## src/logic/egress_sched_pkg.sv

```systemverilog
// Purpose: Shared constants for the port 1 egress queue ratio scheduler.
// Assumes: APB with 32-bit data and 12-bit byte addresses.
// Notes: Printed register offsets are word indexes; byte address is four
//        times the index.

package egress_sched_pkg;

   // ==========================================================
   // Widths
   localparam int unsigned ADDR_W = 12;
   localparam int unsigned RATIO_W = 7;
   localparam int unsigned NUM_QUEUES = 4;

   // ==========================================================
   // Register indexes and byte addresses
   localparam logic [11:0] IDX_HIGH_QUEUES = 12'h0c8;
   localparam logic [11:0] IDX_LOW_QUEUES = 12'h0ca;
   localparam logic [11:0] IDX_SCHED_STATUS = 12'h0e0;
   localparam logic [11:0] ADDR_HIGH_QUEUES = IDX_HIGH_QUEUES << 2;
   localparam logic [11:0] ADDR_LOW_QUEUES = IDX_LOW_QUEUES << 2;
   localparam logic [11:0] ADDR_SCHED_STATUS = IDX_SCHED_STATUS << 2;

   // ==========================================================
   // Field positions inside a 16-bit control word
   localparam int unsigned UPPER_MODE_BIT = 15;
   localparam int unsigned UPPER_RATIO_LSB = 8;
   localparam int unsigned LOWER_MODE_BIT = 7;
   localparam int unsigned LOWER_RATIO_LSB = 0;

   // ==========================================================
   // Values after reset
   localparam logic Q0_MODE_RST = 1'b1;
   localparam logic Q1_MODE_RST = 1'b1;
   localparam logic Q2_MODE_RST = 1'b1;
   localparam logic Q3_MODE_RST = 1'b1;
   localparam logic [6:0] Q0_RATIO_RST = 7'h01;
   localparam logic [6:0] Q1_RATIO_RST = 7'h02;
   localparam logic [6:0] Q2_RATIO_RST = 7'h04;
   localparam logic [6:0] Q3_RATIO_RST = 7'h08;

   // ==========================================================
   // Scheduling period in pclk cycles
   localparam int unsigned PERIOD_CYCLES_DEF = 1024;

endpackage : egress_sched_pkg

```

## src/logic/ratio_credit_counter.sv

```systemverilog
// Purpose: Packet credit counter for one egress queue in ratio mode.
// Assumes: Reload and consume are single-cycle strobes on pclk.
// Notes: A reload and a consume in one cycle leave limit minus one.

`timescale 1ns/1ps

module ratio_credit_counter #(
   parameter int unsigned ratio_width = 7
) (
   // Clock and reset
   input wire logic pclk,
   input wire logic presetn,
   // Control
   input wire logic [ratio_width-1:0] reset_limit,
   input wire logic [ratio_width-1:0] limit,
   input wire logic reload,
   input wire logic consume,
   // State
   output logic [ratio_width-1:0] credit,
   output logic has_credit
);

   // ==========================================================
   // Parameter checks
   generate
      if (ratio_width < 1) begin : g_bad_width
         $error("ratio_width must be at least 1");
      end
   endgenerate

   // ==========================================================
   // Credit update
   logic [ratio_width-1:0] base;
   logic [ratio_width-1:0] next_credit;
   logic [ratio_width-1:0] reset_value;

   assign base = reload ? limit : credit;
   assign next_credit = (consume && (base != '0)) ?
                        base - 1'b1 : base;
   assign has_credit = (credit != '0);

   // The reset value is a parameter-like constant, so capture it once.
   logic loaded;

   assign reset_value = reset_limit;

   always_ff @(posedge pclk or negedge presetn) begin
      if (!presetn) begin
         loaded <= 1'b0;
         credit <= '0;
      end else begin
         loaded <= 1'b1;
         credit <= loaded ? next_credit : reset_value;
      end
   end

endmodule : ratio_credit_counter

```

## src/logic/egress_queue_ratio_scheduler.sv

```systemverilog
// Purpose: Picks the next egress queue of port 1 by strict or ratio mode.
// Assumes: APB slave on pclk, zero wait states, 10 MHz clock.
// Notes: Queue 3 is highest priority, queue 0 lowest.
// What this block does
// - Strict queue 2 is emptied before lower queues, else ratio-limited.
// - Strict queue 3 sends all its packets first, else ratio-limited.
// - Strict queue 0 goes after all higher queues, else ratio-limited.
// - Strict queue 1 is emptied before queue 0, else ratio-limited.
// - High-queues bits 14 to 8 hold the queue 2 limit, reset 0x04.
// - High-queues bits 6 to 0 hold the queue 3 limit, reset 0x08.
// - Low-queues bits 14 to 8 hold the queue 0 limit, reset 0x01.
// - Low-queues bits 6 to 0 hold the queue 1 limit, reset 0x02.
//
// The implementer's own choice: the APB register port.

`timescale 1ns/1ps

module egress_queue_ratio_scheduler #(
   parameter int unsigned period_cycles =
      egress_sched_pkg::PERIOD_CYCLES_DEF,
   parameter int unsigned ratio_width = egress_sched_pkg::RATIO_W
) (
   // Clock and reset
   input wire logic pclk,
   input wire logic presetn,
   // APB slave
   input wire logic psel,
   input wire logic penable,
   input wire logic pwrite,
   input wire logic [11:0] paddr,
   input wire logic [31:0] pwdata,
   input wire logic [3:0] pstrb,
   output logic [31:0] prdata,
   output logic pready,
   output logic pslverr,
   // Queue side
   input wire logic [3:0] queue_pending,
   input wire logic tx_ready,
   output logic tx_grant,
   output logic [1:0] tx_queue,
   output logic period_start
);

   // ==========================================================
   // Parameter checks
   generate
      if (period_cycles < 2) begin : g_bad_period
         $error("period_cycles must be at least 2");
      end
      if (ratio_width != egress_sched_pkg::RATIO_W) begin : g_bad_width
         $error("ratio_width must match the 7-bit ratio fields");
      end
      // The period counter is 16 bits wide.
      if (period_cycles > 65536) begin : g_long_period
         $error("period_cycles must not exceed 65536");
      end
   endgenerate

   localparam logic [15:0] PERIOD_LAST = 16'(period_cycles - 1);

   // ==========================================================
   // Helper functions
   function automatic logic [15:0] pack_word(
      input logic upper_mode,
      input logic [6:0] upper_ratio,
      input logic lower_mode,
      input logic [6:0] lower_ratio
   );
      logic [15:0] w;
      w = 16'h0000;
      w[egress_sched_pkg::UPPER_MODE_BIT] = upper_mode;
      w[egress_sched_pkg::UPPER_RATIO_LSB +: 7] = upper_ratio;
      w[egress_sched_pkg::LOWER_MODE_BIT] = lower_mode;
      w[egress_sched_pkg::LOWER_RATIO_LSB +: 7] = lower_ratio;
      return w;
   endfunction : pack_word

   function automatic logic [15:0] merge_lanes(
      input logic [15:0] old_word,
      input logic [15:0] new_word,
      input logic [1:0] strb
   );
      logic [15:0] w;
      w = old_word;
      if (strb[0]) begin
         w[7:0] = new_word[7:0];
      end
      if (strb[1]) begin
         w[15:8] = new_word[15:8];
      end
      return w;
   endfunction : merge_lanes

   // True when a ratio field lets its queue send at all.
   function automatic logic limit_set(
      input logic [6:0] ratio
   );
      return ratio != 7'h00;
   endfunction : limit_set

   // ==========================================================
   // Configuration state
   logic [3:0] ratio_mode;
   logic [6:0] ratio_q0;
   logic [6:0] ratio_q1;
   logic [6:0] ratio_q2;
   logic [6:0] ratio_q3;

   logic [15:0] high_word;
   logic [15:0] low_word;

   assign high_word = pack_word(ratio_mode[2], ratio_q2,
                                ratio_mode[3], ratio_q3);
   assign low_word = pack_word(ratio_mode[0], ratio_q0,
                               ratio_mode[1], ratio_q1);

   // ==========================================================
   // APB decode
   logic setup_phase;
   logic access_phase;
   logic hit_high;
   logic hit_low;
   logic hit_status;
   logic addr_mapped;
   logic write_high;
   logic write_low;
   logic [15:0] next_high;
   logic [15:0] next_low;

   assign setup_phase = psel && !penable;
   assign access_phase = psel && penable;
   assign hit_high = (paddr == egress_sched_pkg::ADDR_HIGH_QUEUES);
   assign hit_low = (paddr == egress_sched_pkg::ADDR_LOW_QUEUES);
   assign hit_status = (paddr == egress_sched_pkg::ADDR_SCHED_STATUS);
   assign addr_mapped = hit_high || hit_low || hit_status;
   assign write_high = access_phase && pwrite && hit_high;
   assign write_low = access_phase && pwrite && hit_low;
   assign next_high = merge_lanes(high_word, pwdata[15:0], pstrb[1:0]);
   assign next_low = merge_lanes(low_word, pwdata[15:0], pstrb[1:0]);

   // Zero wait states keep the scheduler's view of settings simple.
   assign pready = 1'b1;
   assign pslverr = access_phase && !addr_mapped;

   // ==========================================================
   // Control registers
   always_ff @(posedge pclk or negedge presetn) begin
      if (!presetn) begin
         ratio_mode[0] <= egress_sched_pkg::Q0_MODE_RST;
         ratio_mode[1] <= egress_sched_pkg::Q1_MODE_RST;
         ratio_mode[2] <= egress_sched_pkg::Q2_MODE_RST;
         ratio_mode[3] <= egress_sched_pkg::Q3_MODE_RST;
         ratio_q0 <= egress_sched_pkg::Q0_RATIO_RST;
         ratio_q1 <= egress_sched_pkg::Q1_RATIO_RST;
         ratio_q2 <= egress_sched_pkg::Q2_RATIO_RST;
         ratio_q3 <= egress_sched_pkg::Q3_RATIO_RST;
      end else begin
         if (write_high) begin
            ratio_mode[2] <=
               next_high[egress_sched_pkg::UPPER_MODE_BIT];
            ratio_q2 <=
               next_high[egress_sched_pkg::UPPER_RATIO_LSB +: 7];
            ratio_mode[3] <=
               next_high[egress_sched_pkg::LOWER_MODE_BIT];
            ratio_q3 <=
               next_high[egress_sched_pkg::LOWER_RATIO_LSB +: 7];
         end
         if (write_low) begin
            ratio_mode[0] <=
               next_low[egress_sched_pkg::UPPER_MODE_BIT];
            ratio_q0 <=
               next_low[egress_sched_pkg::UPPER_RATIO_LSB +: 7];
            ratio_mode[1] <=
               next_low[egress_sched_pkg::LOWER_MODE_BIT];
            ratio_q1 <=
               next_low[egress_sched_pkg::LOWER_RATIO_LSB +: 7];
         end
      end
   end

   // ==========================================================
   // Credit counters
   logic [6:0] limit [4];
   logic [6:0] limit_rst [4];
   logic [6:0] credit [4];
   logic [3:0] has_credit;
   logic [3:0] consume;
   logic reload;

   assign limit[0] = ratio_q0;
   assign limit[1] = ratio_q1;
   assign limit[2] = ratio_q2;
   assign limit[3] = ratio_q3;
   assign limit_rst[0] = egress_sched_pkg::Q0_RATIO_RST;
   assign limit_rst[1] = egress_sched_pkg::Q1_RATIO_RST;
   assign limit_rst[2] = egress_sched_pkg::Q2_RATIO_RST;
   assign limit_rst[3] = egress_sched_pkg::Q3_RATIO_RST;

   // Every counter shares the one reload strobe, so all queues refill together.
   generate
      for (genvar q = 0; q < 4; q++) begin : g_credit
         ratio_credit_counter #(
            .ratio_width(ratio_width)
         ) i_ratio_credit_counter (
            .pclk(pclk),
            .presetn(presetn),
            .reset_limit(limit_rst[q]),
            .limit(limit[q]),
            .reload(reload),
            .consume(consume[q]),
            .credit(credit[q]),
            .has_credit(has_credit[q])
         );
      end
   endgenerate

   // ==========================================================
   // Queue selection
   logic [3:0] eligible;
   logic any_eligible;
   logic [1:0] pick;
   logic issue;
   logic stalled;
   logic [3:0] refillable;

   // A strict queue is always eligible while it holds packets, so it
   // shadows every lower queue until it runs dry.
   assign eligible = queue_pending &
                     (~ratio_mode | has_credit);
   assign any_eligible = |eligible;
   assign pick = eligible[3] ? 2'd3 :
                 eligible[2] ? 2'd2 :
                 eligible[1] ? 2'd1 : 2'd0;
   // One grant at a time; issue is blocked while tx_grant is high, so grants are at least two cycles apart.
   assign issue = tx_ready && any_eligible && !tx_grant;
   assign consume = (issue ? (4'b0001 << pick) : 4'b0000) &
                    ratio_mode;

   // ==========================================================
   // Period timer
   logic [15:0] period_count;
   logic timer_done;

   assign timer_done = (period_count == PERIOD_LAST);
   // Work-conserving: if every pending queue is out of credit, start the
   // next period now rather than leave the port idle.
   // A zero ratio parks its queue; reloading for it would only spin the
   // timer every cycle, so such a queue never forces an early period.
   assign refillable[0] = limit_set(ratio_q0);
   assign refillable[1] = limit_set(ratio_q1);
   assign refillable[2] = limit_set(ratio_q2);
   assign refillable[3] = limit_set(ratio_q3);
   assign stalled = (|(queue_pending & ratio_mode & refillable)) &&
                    !any_eligible;
   assign reload = timer_done || stalled;

   always_ff @(posedge pclk or negedge presetn) begin
      if (!presetn) begin
         period_count <= 16'h0000;
         period_start <= 1'b0;
      end else begin
         period_count <= reload ? 16'h0000 : period_count + 16'h0001;
         period_start <= reload;
      end
   end

   // ==========================================================
   // Grant output
   // The queue number stays until the next grant, so the MAC may read it late.
   always_ff @(posedge pclk or negedge presetn) begin
      if (!presetn) begin
         tx_grant <= 1'b0;
         tx_queue <= 2'd0;
      end else begin
         tx_grant <= issue;
         if (issue) begin
            tx_queue <= pick;
         end
      end
   end

   // ==========================================================
   // Read data
   logic [31:0] status_word;
   logic [31:0] read_mux;

   assign status_word = {1'b0, credit[3], 1'b0, credit[2],
                         1'b0, credit[1], 1'b0, credit[0]};
   assign read_mux = hit_high ? {16'h0000, high_word} :
                     hit_low ? {16'h0000, low_word} :
                     hit_status ? status_word : 32'h0000_0000;

   // Captured in the setup cycle so that the access cycle shows a flop.
   always_ff @(posedge pclk or negedge presetn) begin
      if (!presetn) begin
         prdata <= 32'h0000_0000;
      end else if (setup_phase && !pwrite) begin
         prdata <= read_mux;
      end
   end

endmodule : egress_queue_ratio_scheduler

```

## config.mk

```make
export PLATFORM = sky130hd
export DESIGN_NAME = egress_queue_ratio_scheduler
export DESIGN_NICKNAME = d
export VERILOG_FILES = /design/src/logic/egress_sched_pkg.sv /design/src/logic/ratio_credit_counter.sv /design/src/logic/egress_queue_ratio_scheduler.sv
export SDC_FILE = /design/constraint.sdc
export NUM_CORES = 1
export LEC_CHECK = 0
export BUFFER_PORTS_ARGS = -buffer_cell sky130_fd_sc_hd__buf_2
export CAP_MARGIN = 25
export CORE_MARGIN = 2
export CORE_UTILIZATION = 27
export CTS_CLUSTER_DIAMETER = 120
export DETAILED_ROUTE_END_ITERATION = 6
export GPL_ROUTABILITY_DRIVEN = 0
export GPL_TIMING_DRIVEN = 0
export PLACE_DENSITY = 0.4
export SYNTH_ARGS = -nofsm -noshare
export SYNTH_HDL_FRONTEND = slang
export SYNTH_HIERARCHICAL = 1
export SYNTH_SLANG_ARGS = --single-unit
```

## constraint.sdc

```tcl
create_clock -name pclk -period 4.84 [get_ports pclk]
set_input_delay 0.242 -clock pclk [delete_from_list [all_inputs] [get_ports pclk]]
set_output_delay 0.242 -clock pclk [all_outputs]
set_load 0.02 [all_outputs]
```

==> flow_summary.json <==
{
  "status": "completed",
  "slew_headroom_pct": 44.8,
  "synth_area_leaders": "dfrtp_1 (42%), mux2_2 (5.6%), mux2i_1 (4.8%), nand2_1 (4.5%), dfstp_2 (3.4%)",
  "irDropWorstVdd_mv": 0.177,
  "placed_cell_area_um2": 7130,
  "antenna_left": 0,
  "cts_made_buffers": 17,
  "vias_per_cell": 4.91,
  "max_cap_viol_count": 0,
  "core.rowCount": 55,
  "hpwl_um": 14000,
  "grt_max_degree": 77,
  "grt_pass1_vias": 5187,
  "synth-seq-cells": 114,
  "clk_transition_reported_paths_ns": 0.06,
  "synth_area_per_cell_um2": 10.3,
  "drive_gt1_share_pct": 25.2,
  "yosysTopAreaCell": "dfrtp_1",
  "drt_iter0_markers": 324,
  "synth_area_um2": 6270,
  "antenna_cells": 0,
  "seqPwrFrac_pct": 39.3,
  "cts_max_path_buffers": 2,
  "coreArea_um2": 22700,
  "vias": 5054,
  "hold_depth": 2,
  "worst_pin_slew_ns": 0.826,
  "die_y_um": 156,
  "max_clock_freq_mhz": 232,
  "p_sw_w": 0.000659,
  "grt_remaining_overflow": 0,
  "finish.net_count": 799,
  "synth.most_common_cell": "dfrtp_1",
  "power.density_nw_per_um2": 342,
  "p_clk_share_pct": 51.2,
  "critical_path.max_fanout": 10,
  "crit_path_end_kind": "flip-flop",
  "clk_latency_ns": 0.42,
  "area_growth_pct": 24.2,
  "netlist_top_cells_count": "dfrtp_1 (106), nand2_1 (75), nand3_1 (34), mux2_2 (31)",
  "hold_path_class": "input pin to flip-flop",
  "finClkSkew_ns": 0.00841,
  "die_area_um2": 24500,
  "layout_min_cycle_time_ns": 4.32,
  "ios": 96,
  "grt_pass1_wl_um": 30200,
  "critPathKind": "flip-flop to flip-flop",
  "wl_um": 18800,
  "wl_per_cell_um": 18.2,
  "synth-edff-count": 0,
  "start_util_pct": 27.6,
  "post_cts_buffers": 0,
  "synth_ff_type": "dfrtp_1",
  "firstDrtPassIters": 4,
  "leakagePower_nw": 3.39,
  "switching_share_pct": 24.7,
  "root_buffer": "clkbuf_16",
  "ys_seq_area_share_pct": 45.7,
  "synthCells": 609,
  "synth_top_area_share_pct": 42.3,
  "groute.usage.overall_pct": 16.3,
  "finalHoldViolCount": 0,
  "combPwrFrac_pct": 9.5,
  "rsz0062_at_grt": "false",
  "reg2reg_depth": 13,
  "cp-start-kind": "flip-flop",
  "slew_viol_final": 0,
  "stdcell_area_um2": 7780,
  "clock_sinks": 114,
  "fin_tns_setup_ns": 0,
  "p_int_w": 0.00201,
  "cts_tree": "done",
  "required_ns": 5.14,
  "ys_async_sr_fraction_pct": 100,
  "fin_crit_sh_pct": 89.2,
  "cts.htree.levels": 4,
  "yosysWarnings": 6,
  "antenna_found_initial": 0,
  "arrival_ns": 4.61,
  "setup_viol": 0,
  "io_buffers": 73,
  "die_x_um": 156,
  "yosysUniqueCellTypes": 60,
  "drc": 0
}
[power groups by stage]
stage	logic [W]	clock network (W)	registers [W]
after floorplan	0.000133	0	0.00107
after global placement	0.000248	0	0.00107
after detailed placement	0.000254	0	0.00106
after CTS	0.000256	0.00140	0.00105
after global routing	0.000285	0.00145	0.00105
final	0.000254	0.00137	0.00105
[final timing paths]
path,start,endpoint,slack (ns)
worst min register to register,prdata[28]$_DFFE_PN0P_,prdata[28]$_DFFE_PN0P_,0.46
worst max register to register,g_credit[3].i_ratio_credit_counter/credit[5]$_DFF_PN0_,g_credit[3].i_ratio_credit_counter/credit[6]$_DFF_PN0_,0.52
max in group asynchronous,presetn,ratio_q0[0]$_DFFE_PN1P_,3.79
min in group asynchronous,presetn,period_count[6]$_DFF_PN0_,0.30
worst max-delay path,g_credit[3].i_ratio_credit_counter/credit[5]$_DFF_PN0_,g_credit[3].i_ratio_credit_counter/credit[6]$_DFF_PN0_,0.52
worst min-delay path,pwdata[2],ratio_q3[2]$_DFFE_PN0P_,0.06
[flip-flops by register name, summed over array words and instances (netlist names), 2 cells and up]
signal / flops
prdata: 30
g_credit.i_ratio_credit_counter/credit: 28
period_count: 16
ratio_q0: 7
ratio_q1: 7
ratio_q2: 7
ratio_q3: 7
g_credit.i_ratio_credit_counter/loaded: 4
ratio_mode: 4
tx_queue: 2
[critical path, stage by stage (launching register included)]
cell      delay (ns)
dfrtp_1         0.43
nor4_1          0.30
nand2_1         0.09
o21ai_0         0.40
nand2_1         0.22
nor3b_2         0.60
nand2b_2        0.45
buf_6           0.22
mux2i_1         0.48
ha_1            0.22
and2_1          0.21
o211ai_1        0.14
mux2i_1         0.15
mux2_2          0.28
[layout by cell type (no fill, tap or decap), drive strengths merged, types with 9 or more instances in the layout]
cell and count:
clkbuf 31, ha 9, dfrtp 106, nand4 19, nor3 27, xor2 9
conb 35, a21oi 30, mux2i 34, o22ai 12, nand2 79, nor4 20
buf 93, nor2 25, o21ai 20, nand3 34, mux2 36
[layout make-up]
| cell class | count | area (um^2) |
|---|---|---|
| Buffer | 27 | 161 |
| Clock buffer | 23 | 488 |
| Clock inverter | 9 | 151 |
| Fill cell | 2316 | 14900 |
| Inverter | 10 | 37.5 |
| Multi-Input combinational cell | 487 | 3320 |
| Sequential cell | 114 | 2860 |
| Tap cell | 285 | 357 |
| Timing Repair Buffer | 75 | 409 |
[cell families after synthesis]
family / share of synthesized area (%)
and+or+nand+nor: 20.8
AOI/OAI and AO/OA: 14.1
DFF: 45.7
muxes: 12.1
buffers and inverters: 3.17
xor gates and xnor gates: 1.96
adders and majority gates: 1.80
other: 0.359
[timing repair]
action	in CTS	in global routing
hold endpoints to repair	34	0
endpoints found under the setup margin	0	6
hold buffers	1	0
resized for setup	0	1
[metal layers]
layer  wire, um  vias up  global-route usage [%]  part of all wire (%)
li1           -     2490                       -                     -
met1       9000     2454                    22.5                    48
met2       8840      102                    26.0                    47
met3        829        8                    3.60                   4.4
met4        112        0                    3.93                  0.60
met5          0        -                       0                     0
[metrics by stage]
step	cells	worst slack [ns]	hold slack [ns]	power, W	utilization [%]
5_1_grt	1030	0.0785	0.0459	0.00279	34.3
3_3_place_gp	996	0.309	0.451	0.00131	31.3
6_report	1030	0.524	0.0605	0.00267	34.3
2_1_floorplan	638	1.40	-0.0536	0.00120	-
4_1_cts	1030	0.291	0.0427	0.00270	34.3
3_5_place_dp	997	0.344	0.177	0.00132	31.4
Note: power is estimated with default switching activity, not from simulation.
